`src/ptc_pkg.sv`:
```
// Package of constants, register map and types for the process timers block
package ptc_pkg;
    localparam int CLK_HZ = 10000000;
    localparam int SEC_NS = 1000000000;
    localparam int CLK_PERIOD_NS = 100;
    localparam int SEC_CYCLES = SEC_NS / CLK_PERIOD_NS;
    localparam logic [16:0] LIMIT_MAX = 17'h1869f;
    localparam logic [9:0] TIME_MAX = 10'h3e7;
    localparam logic [16:0] SEC_PER_DAY = 17'h15180;
    localparam logic [11:0] SEC_PER_HOUR = 12'he10;
    localparam logic [5:0] SEC_PER_MIN = 6'h3c;
    localparam int N_SW = 4;
    localparam int N_DAY = 7;
    // Register byte offsets
    localparam logic [7:0] REG_CTRL = 8'h00;
    localparam logic [7:0] REG_STATUS = 8'h04;
    localparam logic [7:0] REG_MASK = 8'h08;
    localparam logic [7:0] REG_WINDOW = 8'h0c;
    localparam logic [7:0] REG_X = 8'h10;
    localparam logic [7:0] REG_W = 8'h14;
    localparam logic [7:0] REG_WASH_IVL = 8'h18;
    localparam logic [7:0] REG_WASH_DUR = 8'h1c;
    localparam logic [7:0] REG_WASH_HOLD = 8'h20;
    localparam logic [7:0] REG_CNT_LIM = 8'h24;
    localparam logic [7:0] REG_CNT_VAL = 8'h28;
    localparam logic [7:0] REG_TIME = 8'h2c;
    localparam logic [7:0] REG_SW_SEL = 8'h30;
    localparam logic [7:0] REG_SW_DATA = 8'h34;
    localparam logic [7:0] REG_OUTS = 8'h38;
    // Control fields
    localparam int CTRL_WASH_EN = 0;
    localparam int CTRL_WASH_LOG = 1;
    localparam int CTRL_START_LOG = 2;
    localparam int CTRL_MODE_LO = 3;
    // Status bits
    localparam int ST_START_EV = 0;
    localparam int ST_WASH_EV = 1;
    localparam int ST_CNT_ALARM = 2;
    localparam int ST_WIN_OUT = 3;
    localparam int ST_W = 4;
    typedef enum logic [1:0] {PTC_CNT_OFF, PTC_CNT_SERVICE, PTC_CNT_HOURS} ptc_mode_t;
    typedef enum {PTC_W_IDLE, PTC_W_WASH, PTC_W_HOLD} ptc_wash_t;
endpackage

```
`src/ptc_edge.sv`:
```
// Two-stage input synchroniser with rising edge detector
`timescale 1ns/1ps
module ptc_edge (
    input wire logic clk_i, // System clock
    input wire logic rst_i, // Sync reset
    input wire logic d_i, // Raw binary input
    output logic lvl_o, // Synchronised level
    output logic rise_o // One-cycle rising pulse
);
    logic s1;
    logic s2;
    logic s3;
    // First stage feeds only the second one
    always_ff @(posedge clk_i) begin
        if (rst_i) begin
            s1 <= 1'b0;
            s2 <= 1'b0;
            s3 <= 1'b0;
        end else begin
            s1 <= d_i;
            s2 <= s1;
            s3 <= s2;
        end
    end
    assign lvl_o = s2;
    assign rise_o = s2 & ~s3;
endmodule

```
`src/ptc_top.sv`:
```
// Process timers, weekly switch, wash timer and counter with Wishbone registers
`timescale 1ns/1ps
module ptc_top #(
    parameter int SEC_DIV = ptc_pkg::SEC_CYCLES // Cycles per second tick
) (
    input wire logic clk_i, // System clock 10 MHz
    input wire logic rst_i, // Sync reset, active high
    input wire logic [7:0] adr_i, // Wishbone byte address
    input wire logic [31:0] dat_i, // Wishbone write data
    input wire logic [3:0] sel_i, // Wishbone byte selects
    input wire logic we_i, // Wishbone write
    input wire logic cyc_i, // Wishbone cycle
    input wire logic stb_i, // Wishbone strobe
    output logic [31:0] dat_o, // Wishbone read data
    output logic ack_o, // Wishbone acknowledge
    input wire logic start_i, // Timer start binary signal
    input wire logic cnt_in_i, // Counter binary input
    output logic timer_run_o, // Gated timer may run
    output logic ctl_out_o, // Weekly control timer output
    output logic wash_o, // Wash output
    output logic hold_o, // Wash hold output
    output logic alarm_o, // Counter limit alarm
    output logic irq_o // Interrupt level
);
    import ptc_pkg::*;

    // ****************************************
    // Registers and bus decode
    // ****************************************
    logic [4:0] ctrl;
    logic [ST_W-1:0] status;
    logic [ST_W-1:0] mask;
    logic [16:0] window;
    logic signed [17:0] sig_x;
    logic signed [17:0] sig_w;
    logic [9:0] wash_ivl;
    logic [9:0] wash_dur;
    logic [9:0] wash_hold;
    logic [16:0] cnt_lim;
    logic [16:0] cnt_val;
    logic [2:0] day;
    logic [16:0] tod;
    logic [5:0] sw_sel;
    logic [16:0] sw_on [N_DAY][N_SW];
    logic [16:0] sw_off [N_DAY][N_SW];
    logic [N_DAY*N_SW-1:0] on_valid;
    logic [N_DAY*N_SW-1:0] off_valid;
    logic [31:0] next_dat;

    wire bus_req = cyc_i & stb_i & ~ack_o;
    wire wr = bus_req & we_i & sel_i[0];
    wire [2:0] sel_day = sw_sel[5:3];
    wire [1:0] sel_idx = sw_sel[1:0];
    wire sel_off = sw_sel[2];
    wire sel_ok = sel_day < 3'(N_DAY);
    wire ptc_mode_t mode = ptc_mode_t'(ctrl[CTRL_MODE_LO +: 2]);

    // Clamp a written value to a configured ceiling
    function automatic logic [16:0] clamp17(input logic [31:0] v, input logic [16:0] mx);
        clamp17 = (v > {15'h0, mx}) ? mx : v[16:0];
    endfunction

    // ****************************************
    // Second tick divider
    // ****************************************
    logic [23:0] div;
    logic tick;
    always_ff @(posedge clk_i) begin
        if (rst_i) begin
            div <= 24'h0;
            tick <= 1'b0;
        end else begin
            tick <= (div == 24'(SEC_DIV - 1));
            div <= (div == 24'(SEC_DIV - 1)) ? 24'h0 : div + 24'h1;
        end
    end

    // ****************************************
    // Synchronised binary inputs
    // ****************************************
    logic start_lvl;
    logic start_rise;
    logic cnt_lvl;
    logic cnt_rise;
    ptc_edge u_start (.clk_i(clk_i), .rst_i(rst_i), .d_i(start_i),
        .lvl_o(start_lvl), .rise_o(start_rise));
    ptc_edge u_cnt (.clk_i(clk_i), .rst_i(rst_i), .d_i(cnt_in_i),
        .lvl_o(cnt_lvl), .rise_o(cnt_rise));

    // ****************************************
    // Tolerance band gate
    // ****************************************
    wire signed [18:0] dev = 19'(sig_x) - 19'(sig_w);
    wire [18:0] dev_abs = dev[18] ? 19'(-dev) : 19'(dev);
    wire in_band = dev_abs <= {2'b00, window};
    logic started;
    // Start only allowed in band; a running timer pauses out of band
    always_ff @(posedge clk_i) begin
        if (rst_i) begin
            started <= 1'b0;
            timer_run_o <= 1'b0;
        end else begin
            if (start_rise && in_band) begin
                started <= 1'b1;
            end else if (!start_lvl) begin
                started <= 1'b0;
            end
            timer_run_o <= (started | (start_rise & in_band)) & in_band;
        end
    end

    // ****************************************
    // Weekly control timer
    // ****************************************
    // Time of day and weekday advance on the second tick
    always_ff @(posedge clk_i) begin
        if (rst_i) begin
            tod <= 17'h0;
            day <= 3'h0;
        end else if (wr && adr_i == REG_TIME) begin
            tod <= clamp17(dat_i & 32'h1ffff, SEC_PER_DAY - 17'h1);
            day <= (dat_i[26:24] < 3'(N_DAY)) ? dat_i[26:24] : 3'h0;
        end else if (tick) begin
            if (tod == SEC_PER_DAY - 17'h1) begin
                tod <= 17'h0;
                day <= (day == 3'(N_DAY - 1)) ? 3'h0 : day + 3'h1;
            end else begin
                tod <= tod + 17'h1;
            end
        end
    end

    // Match of a switch time at the current second for the current day
    logic hit_on;
    logic hit_off;
    always_comb begin
        hit_on = 1'b0;
        hit_off = 1'b0;
        for (int i = 0; i < N_SW; i++) begin
            if (on_valid[day*N_SW + i] && sw_on[day][i] == tod) hit_on = 1'b1;
            if (off_valid[day*N_SW + i] && sw_off[day][i] == tod) hit_off = 1'b1;
        end
    end

    // Off wins when on and off share a second
    always_ff @(posedge clk_i) begin
        if (rst_i) begin
            ctl_out_o <= 1'b0;
        end else if (tick && hit_off) begin
            ctl_out_o <= 1'b0;
        end else if (tick && hit_on) begin
            ctl_out_o <= 1'b1;
        end
    end

    // ****************************************
    // Wash timer
    // ****************************************
    ptc_wash_t wstate;
    logic [21:0] wcnt;
    wire wash_en = ctrl[CTRL_WASH_EN];
    wire [21:0] ivl_s = 22'(wash_ivl) * 22'(SEC_PER_HOUR);
    wire [21:0] dur_s = 22'(wash_dur) * 22'(SEC_PER_MIN);
    logic wash_start;
    // Interval counts from the end of the previous hold
    always_ff @(posedge clk_i) begin
        if (rst_i || !wash_en) begin
            wstate <= PTC_W_IDLE;
            wcnt <= 22'h0;
            wash_o <= 1'b0;
            hold_o <= 1'b0;
            wash_start <= 1'b0;
        end else begin
            wash_start <= 1'b0;
            if (tick) begin
                case (wstate)
                    PTC_W_IDLE: begin
                        if (wcnt + 22'h1 >= ivl_s) begin
                            wcnt <= 22'h0;
                            wstate <= PTC_W_WASH;
                            wash_o <= (dur_s != 22'h0);
                            hold_o <= 1'b1;
                            wash_start <= 1'b1;
                        end else begin
                            wcnt <= wcnt + 22'h1;
                        end
                    end
                    PTC_W_WASH: begin
                        // Count the tick that ends the second, so a wash is dur_s long
                        if (wcnt + 22'h1 >= dur_s) begin
                            wash_o <= 1'b0;
                            wcnt <= 22'h0;
                            wstate <= PTC_W_HOLD;
                        end else begin
                            wcnt <= wcnt + 22'h1;
                        end
                    end
                    PTC_W_HOLD: begin
                        if (wcnt + 22'h1 >= 22'(wash_hold)) begin
                            hold_o <= 1'b0;
                            wcnt <= 22'h0;
                            wstate <= PTC_W_IDLE;
                        end else begin
                            wcnt <= wcnt + 22'h1;
                        end
                    end
                    default: wstate <= PTC_W_IDLE;
                endcase
            end
        end
    end

    // ****************************************
    // Service and operating-hours counter
    // ****************************************
    logic [11:0] on_secs;
    always_ff @(posedge clk_i) begin
        if (rst_i || mode == PTC_CNT_OFF) begin
            cnt_val <= 17'h0;
            on_secs <= 12'h0;
            alarm_o <= 1'b0;
        end else begin
            if (mode == PTC_CNT_SERVICE && cnt_rise && cnt_val != LIMIT_MAX) begin
                cnt_val <= cnt_val + 17'h1;
            end
            if (mode == PTC_CNT_HOURS && tick && cnt_lvl) begin
                if (on_secs == SEC_PER_HOUR - 12'h1) begin
                    on_secs <= 12'h0;
                    if (cnt_val != LIMIT_MAX) cnt_val <= cnt_val + 17'h1;
                end else begin
                    on_secs <= on_secs + 12'h1;
                end
            end
            alarm_o <= cnt_val >= cnt_lim;
        end
    end

    // ****************************************
    // Status, interrupt and register writes
    // ****************************************
    wire [ST_W-1:0] ev = {~in_band, alarm_o, wash_start & ctrl[CTRL_WASH_LOG],
        start_rise & ctrl[CTRL_START_LOG]};
    wire [ST_W-1:0] w1c = (wr && adr_i == REG_STATUS) ? dat_i[ST_W-1:0] : '0;
    always_ff @(posedge clk_i) begin
        if (rst_i) begin
            status <= '0;
            irq_o <= 1'b0;
        end else begin
            status <= (status & ~w1c) | ev; // Set beats clear
            irq_o <= |(status & mask);
        end
    end

    always_ff @(posedge clk_i) begin
        if (rst_i) begin
            ctrl <= 5'h0;
            mask <= '0;
            window <= 17'h0;
            sig_x <= 18'sh0;
            sig_w <= 18'sh0;
            wash_ivl <= 10'h0;
            wash_dur <= 10'h0;
            wash_hold <= 10'h0;
            cnt_lim <= 17'h0;
            sw_sel <= 6'h0;
            on_valid <= '0;
            off_valid <= '0;
        end else if (wr) begin
            case (adr_i)
                REG_CTRL: ctrl <= dat_i[4:0];
                REG_MASK: mask <= dat_i[ST_W-1:0];
                REG_WINDOW: window <= clamp17(dat_i, LIMIT_MAX);
                REG_X: sig_x <= dat_i[17:0];
                REG_W: sig_w <= dat_i[17:0];
                REG_WASH_IVL: wash_ivl <= 10'(clamp17(dat_i, 17'(TIME_MAX)));
                REG_WASH_DUR: wash_dur <= 10'(clamp17(dat_i, 17'(TIME_MAX)));
                REG_WASH_HOLD: wash_hold <= 10'(clamp17(dat_i, 17'(TIME_MAX)));
                REG_CNT_LIM: cnt_lim <= clamp17(dat_i, LIMIT_MAX);
                REG_SW_SEL: sw_sel <= dat_i[5:0];
                REG_SW_DATA: begin
                    if (sel_ok && sel_off) off_valid[sel_day*N_SW + sel_idx] <= dat_i[31];
                    if (sel_ok && !sel_off) on_valid[sel_day*N_SW + sel_idx] <= dat_i[31];
                end
                default: ;
            endcase
        end
    end

    // Switch time table: no reset, guarded by valid bits
    always_ff @(posedge clk_i) begin
        if (wr && adr_i == REG_SW_DATA && sel_ok) begin
            if (sel_off) sw_off[sel_day][sel_idx] <= clamp17(dat_i & 32'h1ffff,
                SEC_PER_DAY - 17'h1);
            else sw_on[sel_day][sel_idx] <= clamp17(dat_i & 32'h1ffff, SEC_PER_DAY - 17'h1);
        end
    end

    // Read mux; unmapped addresses read zero
    always_comb begin
        case (adr_i)
            REG_CTRL: next_dat = {27'h0, ctrl};
            REG_STATUS: next_dat = {28'h0, status};
            REG_MASK: next_dat = {28'h0, mask};
            REG_WINDOW: next_dat = {15'h0, window};
            REG_X: next_dat = 32'(sig_x);
            REG_W: next_dat = 32'(sig_w);
            REG_WASH_IVL: next_dat = {22'h0, wash_ivl};
            REG_WASH_DUR: next_dat = {22'h0, wash_dur};
            REG_WASH_HOLD: next_dat = {22'h0, wash_hold};
            REG_CNT_LIM: next_dat = {15'h0, cnt_lim};
            REG_CNT_VAL: next_dat = {15'h0, cnt_val};
            REG_TIME: next_dat = {5'h0, day, 7'h0, tod};
            REG_SW_SEL: next_dat = {26'h0, sw_sel};
            REG_OUTS: next_dat = {26'h0, wstate == PTC_W_IDLE, alarm_o, hold_o, wash_o,
                ctl_out_o, timer_run_o};
            default: next_dat = 32'h0;
        endcase
    end

    // One wait-free ack per request, dropped the cycle after
    always_ff @(posedge clk_i) begin
        if (rst_i) begin
            ack_o <= 1'b0;
            dat_o <= 32'h0;
        end else begin
            ack_o <= bus_req;
            dat_o <= bus_req ? next_dat : 32'h0;
        end
    end

    // ****************************************
    // Checks
    // ****************************************
    gate_block_a: assert property (@(posedge clk_i) disable iff (rst_i)
        !in_band |=> !timer_run_o) else $error("timer ran outside band");
    gate_start_a: assert property (@(posedge clk_i) disable iff (rst_i)
        (start_rise && in_band) |=> timer_run_o || !in_band) else $error("start lost");
    ctl_on_a: assert property (@(posedge clk_i) disable iff (rst_i)
        (tick && hit_on && !hit_off) |=> ctl_out_o) else $error("switch-on missed");
    ctl_off_a: assert property (@(posedge clk_i) disable iff (rst_i)
        (tick && hit_off) |=> !ctl_out_o) else $error("switch-off missed");
    wash_off_a: assert property (@(posedge clk_i) disable iff (rst_i)
        !wash_en |=> !wash_o && !hold_o) else $error("wash active while disabled");
    wash_hold_a: assert property (@(posedge clk_i) disable iff (rst_i)
        wash_o |-> hold_o) else $error("hold dropped during wash");
    svc_count_a: assert property (@(posedge clk_i) disable iff (rst_i)
        (mode == PTC_CNT_SERVICE && $past(mode) == PTC_CNT_SERVICE && cnt_rise
        && cnt_val < LIMIT_MAX && !wr) |=> cnt_val == $past(cnt_val) + 17'h1)
        else $error("edge not counted");
    cnt_alarm_a: assert property (@(posedge clk_i) disable iff (rst_i)
        (mode != PTC_CNT_OFF && cnt_val >= cnt_lim && $stable(mode)) |=> ##1 alarm_o
        || mode == PTC_CNT_OFF || cnt_val < cnt_lim) else $error("alarm missing");
    sync_pulse_a: assert property (@(posedge clk_i) disable iff (rst_i)
        cnt_rise |=> !cnt_rise) else $error("double edge pulse");
endmodule

```
`config.mk`:
```
export PLATFORM = sky130hd
export DESIGN_NAME = ptc_top
export DESIGN_NICKNAME = d
export VERILOG_FILES = /design/src/ptc_pkg.sv /design/src/ptc_edge.sv /design/src/ptc_top.sv
export SDC_FILE = /design/constraint.sdc
export NUM_CORES = 2
export LEC_CHECK = 0
export ABC_AREA = 1
export BUFFER_PORTS_ARGS = -buffer_cell sky130_fd_sc_hd__buf_2
export CAP_MARGIN = 15
export CORE_UTILIZATION = 35
export CTS_CLUSTER_SIZE = 12
export DETAILED_ROUTE_END_ITERATION = 8
export HOLD_SLACK_MARGIN = 0.1
export PLACE_DENSITY_LB_ADDON = 0.05
export SYNTH_ARGS = -nofsm -noshare
export SYNTH_HDL_FRONTEND = slang
export SYNTH_SLANG_ARGS = --single-unit
```
`constraint.sdc`:
```
create_clock -name clk_i -period 6.3 [get_ports clk_i]
set_input_delay 1.26 -clock clk_i [delete_from_list [all_inputs] [get_ports clk_i]]
set_output_delay 1.26 -clock clk_i [all_outputs]
set_load 0.01 [all_outputs]
```
# After elaboration in Yosys (flattened, before gate mapping)
# Memories as Yosys holds them, arrays and structs flattened. A register that Yosys moved wholly into a read port is not among the register bits.
# Cells that the tools add are included.
[classes]
order_cmp = 18
mux = 76
n_reduce_logical = 59
eq_ne = 35
n_mul = 2
n_addsub = 12
bitwise_logic = 23
n_div = 0
n_shift = 0
[op_table]
columns = ["operator", "count"]
rows = [
  ["case mux 32 bit (14 select lines)", 1],
  ["two-way mux 17 bit", 10],
  ["equality test 17 bit", 8],
  ["two-way mux 68 bit", 2],
  ["two-way mux 32 bit", 3],
  ["case mux 32 bit (3 select lines)", 1],
  ["two-way mux 22 bit", 3],
  ["case mux 22 bit (3 select lines)", 1],
  ["zero test 32 bit", 2],
  ["bitwise mux 28 bit", 2],
  ["equality test 8 x 6 -> 1 bit (second input constant)", 7],
  ["adder 17 x 1 -> 17 bit (second input constant)", 2],
  ["demux 17 bit (select 2 bit)", 1],
  ["equality test 32 x 1 -> 1 bit (second input constant)", 1],
  ["equality test 32 x 2 -> 1 bit (second input constant)", 1],
  ["equality test 8 x 5 -> 1 bit (second input constant)", 4],
  ["> comparator 32 x 10 -> 1 bit (second input constant)", 1],
  ["> comparator 32 x 17 -> 1 bit (second input constant)", 1],
  ["binary-select mux 1 bit (select 5 bit)", 6],
  ["two-way mux 1 bit", 28],
  ["two-way mux 3 bit", 9],
  ["adder 24 x 1 -> 24 bit (second input constant)", 1],
  ["equality test 24 bit (second input constant)", 1],
  ["less-than comparator 6 bit (second input constant)", 4],
  ["58 further kinds", 125],
]
[totals]
ff_bits = 350
mem_count = 2
wordCells = 264
ram_bits = 952
latchBits = 0
rom_bits = 0
inputBits = 51
[mem_list]
columns = ["name", "depth", "word_bits", "rd", "rd_ports_with_merged_regs", "write_ports", "line_no", "rtl"]
rows = [
  ["sw_off", 7, 68, 1, 1, 1, "ptc_top.sv:45", "logic [16:0] sw_off [N_DAY][N_SW];"],
  ["sw_on", 7, 68, 1, 1, 1, "ptc_top.sv:44", "logic [16:0] sw_on [N_DAY][N_SW];"],
]

# Logic depth before layout (Yosys ltp)
[logic_depth]
depth_word = 9
ltp_mapped = 32
mapped_depth_nobuf = 32

# Hierarchy
# A second synthesis with hierarchy kept.
[hier_totals]
hier_cells = 6700
hier_area_um2 = 60700.7
[modules_own_cells]
columns = ["mod", "n_inst", "seq_area_each_um2", "cells_per_inst", "area_each_um2"]
rows = [
  ["ptc_top", 1, 34713.3, 6680, 60528.1],
  ["ptc_edge", 2, 60.1, 10, 86.3],
]

# Least setup slack after synthesis
# No wires, ideal clock.
[synth_timing]
kind = "register -> register"
from = "register wash_ivl[1]"
to = "register wcnt[6]"
path_buffers = 1
t_arrival_ps = 5094
required_time_ps = 6229
stages_incl_launch_ff = 30
path_slack_ps = 1135
cell_sequence = "dfxtp_1 inv_1 fa_1 inv_1 ha_1 fa_1 ha_1 inv_1 fa_1 o21ai_0 a21o_1 a21oi_1 o21ai_0 nand2_1 nand2_1 a21oi_1 xnor2_1 ha_1 a21oi_1 o21ai_0 a21oi_1 nand2_1 nor2_1 nand2_1 inv_2 nor2_1 nor2_1 buf_2 nand3_2 a21oi_2"
[synth_via]
elab_chain_len = 4
[synth_rtl]
columns = ["item", "line_no", "rtl"]
rows = [
  ["from (decl)", "ptc_top.sv:36", "logic [9:0] wash_ivl;"],
  ["from (signal assigned)", "ptc_top.sv:275", "REG_WASH_IVL: wash_ivl <= 10'(clamp17(dat_i, 17'(TIME_MAX)));"],
  ["multiplier 10 x 8 -> 18 bit", "ptc_top.sv:162", "wire [21:0] ivl_s = 22'(wash_ivl) * 22'(SEC_PER_HOUR);"],
  [">= comparator 22 bit", "ptc_top.sv:178", "if (wcnt + 22'h1 >= ivl_s) begin"],
  ["two-way mux 22 bit", "ptc_top.sv:178", ""],
  ["case mux 22 bit (3 select lines)", "ptc_top.sv:176", "case (wstate)"],
  ["to (signal assigned)", "ptc_top.sv:185", "wcnt <= wcnt + 22'h1;"],
  ["to (signal assigned)", "ptc_top.sv:195", "wcnt <= wcnt + 22'h1;"],
  ["to (signal assigned)", "ptc_top.sv:204", "wcnt <= wcnt + 22'h1;"],
  ["to (decl)", "ptc_top.sv:160", "logic [21:0] wcnt;"],
]
# Every way passes these cells.
# A chain may end at the register's enable or synchronous reset.

# Worst setup path in the final report
[layout_timing]
from = "register wash_ivl[1]"
to = "register wcnt[17]"
# The elaborated chain is that of the path after synthesis.

==> impl_metrics.tcl <==
set metrics [dict create \
    status "finished, final reports clean" \
    path_max_fanout 22 \
    hold_path_class "reg -> reg" \
    synth-edff-count 952 \
    wl_per_cell_um 23.5 \
    clk_latency_ps 810 \
    relSlewSlack 0.222 \
    gp_congestion 0.880 \
    worstMarginPinSlew_ps 1160 \
    syn_to_final_growth_pct 13.3 \
    cp-end-kind "flip-flop" \
    nFillCells 17400 \
    ir_drop_uv 294 \
    crit_cells 29 \
    cts_tree "done" \
    drc 0 \
    first_global_vias 44500 \
    antenna_found_initial 18 \
    crit_family "adder cells" \
    worst-setup-path-type "reg -> reg" \
    cts_made_buffers 150 \
    portBuffers 86 \
    power_frac_comb 0.020 \
    period_share 0.896 \
    p_int_mw 13.9 \
    setup_violations 0 \
    placed_cell_area_um2 64300 \
    overflow 0 \
    grt_max_degree 138 \
    worstPathRequired_ps 6950 \
    fin_nets 7009 \
    drive_gt1_frac 0.0904 \
    setup_tns_ps 0 \
    switching_share 0.222 \
    p_sw_mw 3.97 \
    seq_power_share 0.503 \
    finalCriticalPeriod_ps 5640 \
    grt_use_met3 0.0341 \
    post-place-cells 8920 \
    viasPerCell 5.12 \
    ys_seq_area_frac 0.571 \
    dp_hpwl_um 133000 \
    cts.sinks 1264 \
    avgSynthCellArea_um2 9.11 \
    power_frac_clock 0.476 \
    reg2reg_to "wcnt[17]" \
    maxSlewViolCount 0 \
    final_area_um2 69100 \
    syn_area_um2 61000 \
    leakage_nw 27.7 \
    clk_path_buf_depth 3 \
    cts_resized 0 \
    wirelength_um 217000 \
    endpoint "wcnt[17]" \
    ys_warn_count 0 \
    start_kind "flip-flop" \
    dieHeight_um 419 \
    critical_path_buf_inv_count 5 \
    final.setup_skew_ps 39.0 \
    slowest_delay_ps 540 \
    io_pins 90 \
    cts_setup_buffers 0 \
    slowest_stage "fa_1" \
    drv_cap 0 \
    synth.net_count 6934 \
    top_usage_layer "met2" \
    whs_ps 406 \
    gr-usage-met2 0.409 \
    grt_use_total 0.244 \
    clock-root-buffer "clkbuf_16" \
    grt_pass1_wl_um 312000 \
    die_area_um2 176000 \
    synth-main-ff-cell "edfxtp_1" \
    r2r-start "wash_ivl[1]" \
    finish.utilization 0.401 \
    max_clock_freq_mhz 177 \
    synth_cells 6688 \
    holdBufCountCts 0 \
    ff2ff_setup_slack_ps 660 \
    synth-seq-cells 1264 \
    worstRegToRegCells 29 \
    synthArstFlopShare 0 \
    instances_no_fill 9203 \
    p_per_area_nw_per_um2 259 \
    cts_max_level 4 \
    antenna_left 0 \
    die_w_um 419 \
    crit_start "wash_ivl[1]" \
    synth_cell_types 68 \
    grt_setup_unrepaired "no" \
    start_util 0.354 \
    num_vias 47100 \
    first_iter_violations 3716 \
    hold_viol 0 \
    grt_use_met1 0.324 \
    dr.pass1.iters 6 \
    cp.arrival_ps 6290 \
    clk_pin_slew_worst_paths_ps 60 \
    rows 152 \
    coreArea_um2 172000 \
    crit_top_cell "nand2_1" \
]
-- worst reg2reg max path, delay by kind of cell (launching register included) --
kind                     cells  cell delay (ps)
adder cells (fa/ha/maj)      6             2370
AND/OR/NAND/NOR             11             1200
AO/OA/AOI/OAI                6              950
buffers and inverters        5              480
flip-flops                   1              370
XOR/XNOR                     1              130
-- power by group through the flow --
stage	registers [mW]	clock network [mW]	logic [mW]
after detailed placement	9.17	0	0.369
final	8.99	8.51	0.362
after CTS	8.99	8.71	0.369
after global placement	9.17	0	0.364
after global routing	8.99	9.01	0.383
after floorplan	9.17	0	0.132
-- per-stage QoR --
step	setup WS, ps	total power [mW]
3_5_place_dp	659	9.54
2_1_floorplan	1140	9.30
5_1_grt	53.9	18.4
3_3_place_gp	601	9.53
4_1_cts	624	18.1
6_report	656	17.9
-- cells in the mapped netlist (6+ instances only) --
| master | count | area [um2] |
|---|---|---|
| nand2_1 | 2048 | 7690 |
| edfxtp_1 | 952 | 28600 |
| inv_1 | 560 | 2100 |
| nor2_1 | 515 | 1930 |
| nand3_1 | 409 | 2050 |
| a21oi_1 | 390 | 1950 |
| o21ai_0 | 347 | 1740 |
| dfxtp_1 | 312 | 6250 |
| ha_1 | 165 | 2060 |
| clkbuf_1 | 121 | 454 |
| buf_2 | 119 | 596 |
| nor3_1 | 99 | 495 |
| o21ai_1 | 77 | 385 |
| o211ai_1 | 47 | 353 |
| nand4_1 | 42 | 263 |
| buf_4 | 40 | 300 |
| o22ai_1 | 40 | 250 |
| xor2_1 | 39 | 342 |
| a21boi_0 | 36 | 270 |
| fa_1 | 30 | 601 |
| buf_1 | 23 | 86.3 |
| nor4_1 | 23 | 144 |
| a21oi_2 | 20 | 175 |
| nand3_2 | 20 | 200 |
| a221oi_1 | 18 | 158 |
| xnor2_1 | 18 | 158 |
| inv_2 | 15 | 56.3 |
| clkinv_1 | 14 | 52.6 |
| a31oi_1 | 13 | 81.3 |
| nor2_2 | 10 | 62.6 |
| mux2i_1 | 9 | 90.1 |
| nand2_2 | 9 | 56.3 |
| nor3_2 | 9 | 90.1 |
| a2111oi_0 | 6 | 52.6 |
| and2_0 | 6 | 37.5 |
| nand3b_1 | 6 | 45.0 |
| nor3b_1 | 6 | 45.0 |
| o31ai_1 | 6 | 45.0 |
| or2_2 | 6 | 37.5 |
-- area by class of cell --
type	instances	area [um2]	share of cell area
Inverter	590	2240	0.0324
Multi-Input combinational cell	4527	22700	0.328
Sequential cell	1264	34800	0.504
Clock buffer	203	4120	0.0596
Tap cell	2310	2890	0.0418
Timing Repair Buffer	230	1660	0.0240
Clock inverter	74	658	0.00953
Antenna cell	5	12.5	0.000181
-- logic make-up after synthesis --
group	after synthesis	synth area share
AND/OR/NAND/NOR	3228	0.219
buffers and inverters	897	0.0610
flip-flops	1264	0.571
multiplexers	9	0.00148
XOR/XNOR	61	0.00926
adder cells (fa/ha/maj)	195	0.0437
AO/OA/AOI/OAI	1034	0.0945
-- how the worst min path moves through the flow --
stage	start	endpoint	slack [ps]	cells after the start
after floorplan	u_cnt.s1	u_cnt.lvl_o	390	2
after global placement	u_cnt.s1	u_cnt.lvl_o	400	2
after detailed placement	u_cnt.s1	u_cnt.lvl_o	400	2
after CTS	u_cnt.s1	u_cnt.lvl_o	410	2
after global routing	u_cnt.s1	u_cnt.lvl_o	450	2
final	u_cnt.s1	u_cnt.lvl_o	410	2
-- placed cells by master (no fill, tap or decap), types with 8 or more instances in the layout --
| cell type | instances |
|---|---|
| nor2_1 | 454 |
| o22ai_1 | 40 |
| a21oi_1 | 390 |
| mux2i_1 | 9 |
| dfxtp_1 | 305 |
| nand2_2 | 15 |
| nand2_1 | 2038 |
| a31oi_1 | 13 |
| nand3_1 | 409 |
| inv_2 | 13 |
| clkbuf_1 | 41 |
| fa_1 | 30 |
| nand3_2 | 20 |
| clkinv_2 | 25 |
| a21oi_2 | 20 |
| nor4_1 | 23 |
| xor2_1 | 39 |
| inv_1 | 558 |
| buf_12 | 11 |
| a221oi_1 | 18 |
| buf_2 | 85 |
| nor3_2 | 9 |
| clkbuf_16 | 154 |
| nor2_2 | 62 |
| xnor2_1 | 18 |
| edfxtp_1 | 952 |
| o21ai_0 | 347 |
| clkbuf_8 | 8 |
| ha_1 | 165 |
| a21boi_0 | 36 |
| o211ai_1 | 47 |
| nor3_1 | 99 |
| clkinv_1 | 44 |
| nand4_1 | 42 |
| nor2_4 | 14 |
| o21ai_1 | 77 |
| buf_4 | 132 |
-- registers in the layout, summed over array words and instances (netlist names), 6 cells and up, named ones only --
signal,cells
sw_off,476
sw_on,476
off_valid,28
on_valid,28
div,24
wcnt,22
dat_o,21
sig_w,18
sig_x,18
cnt_lim,17
cnt_val,17
tod,17
window,17
on_secs,12
wash_dur,10
wash_hold,10
wash_ivl,10
sw_sel,6
-- metal layers --
layer  up-vias  part of all wire  wire length (um)
li1      22700                 -                 -
met1     23100              0.44             96200
met2      1119              0.48            104000
met3       255             0.047             10200
met4         4             0.030              6520
met5         -           0.00010                22
Power figures use the tool's default switching activity.
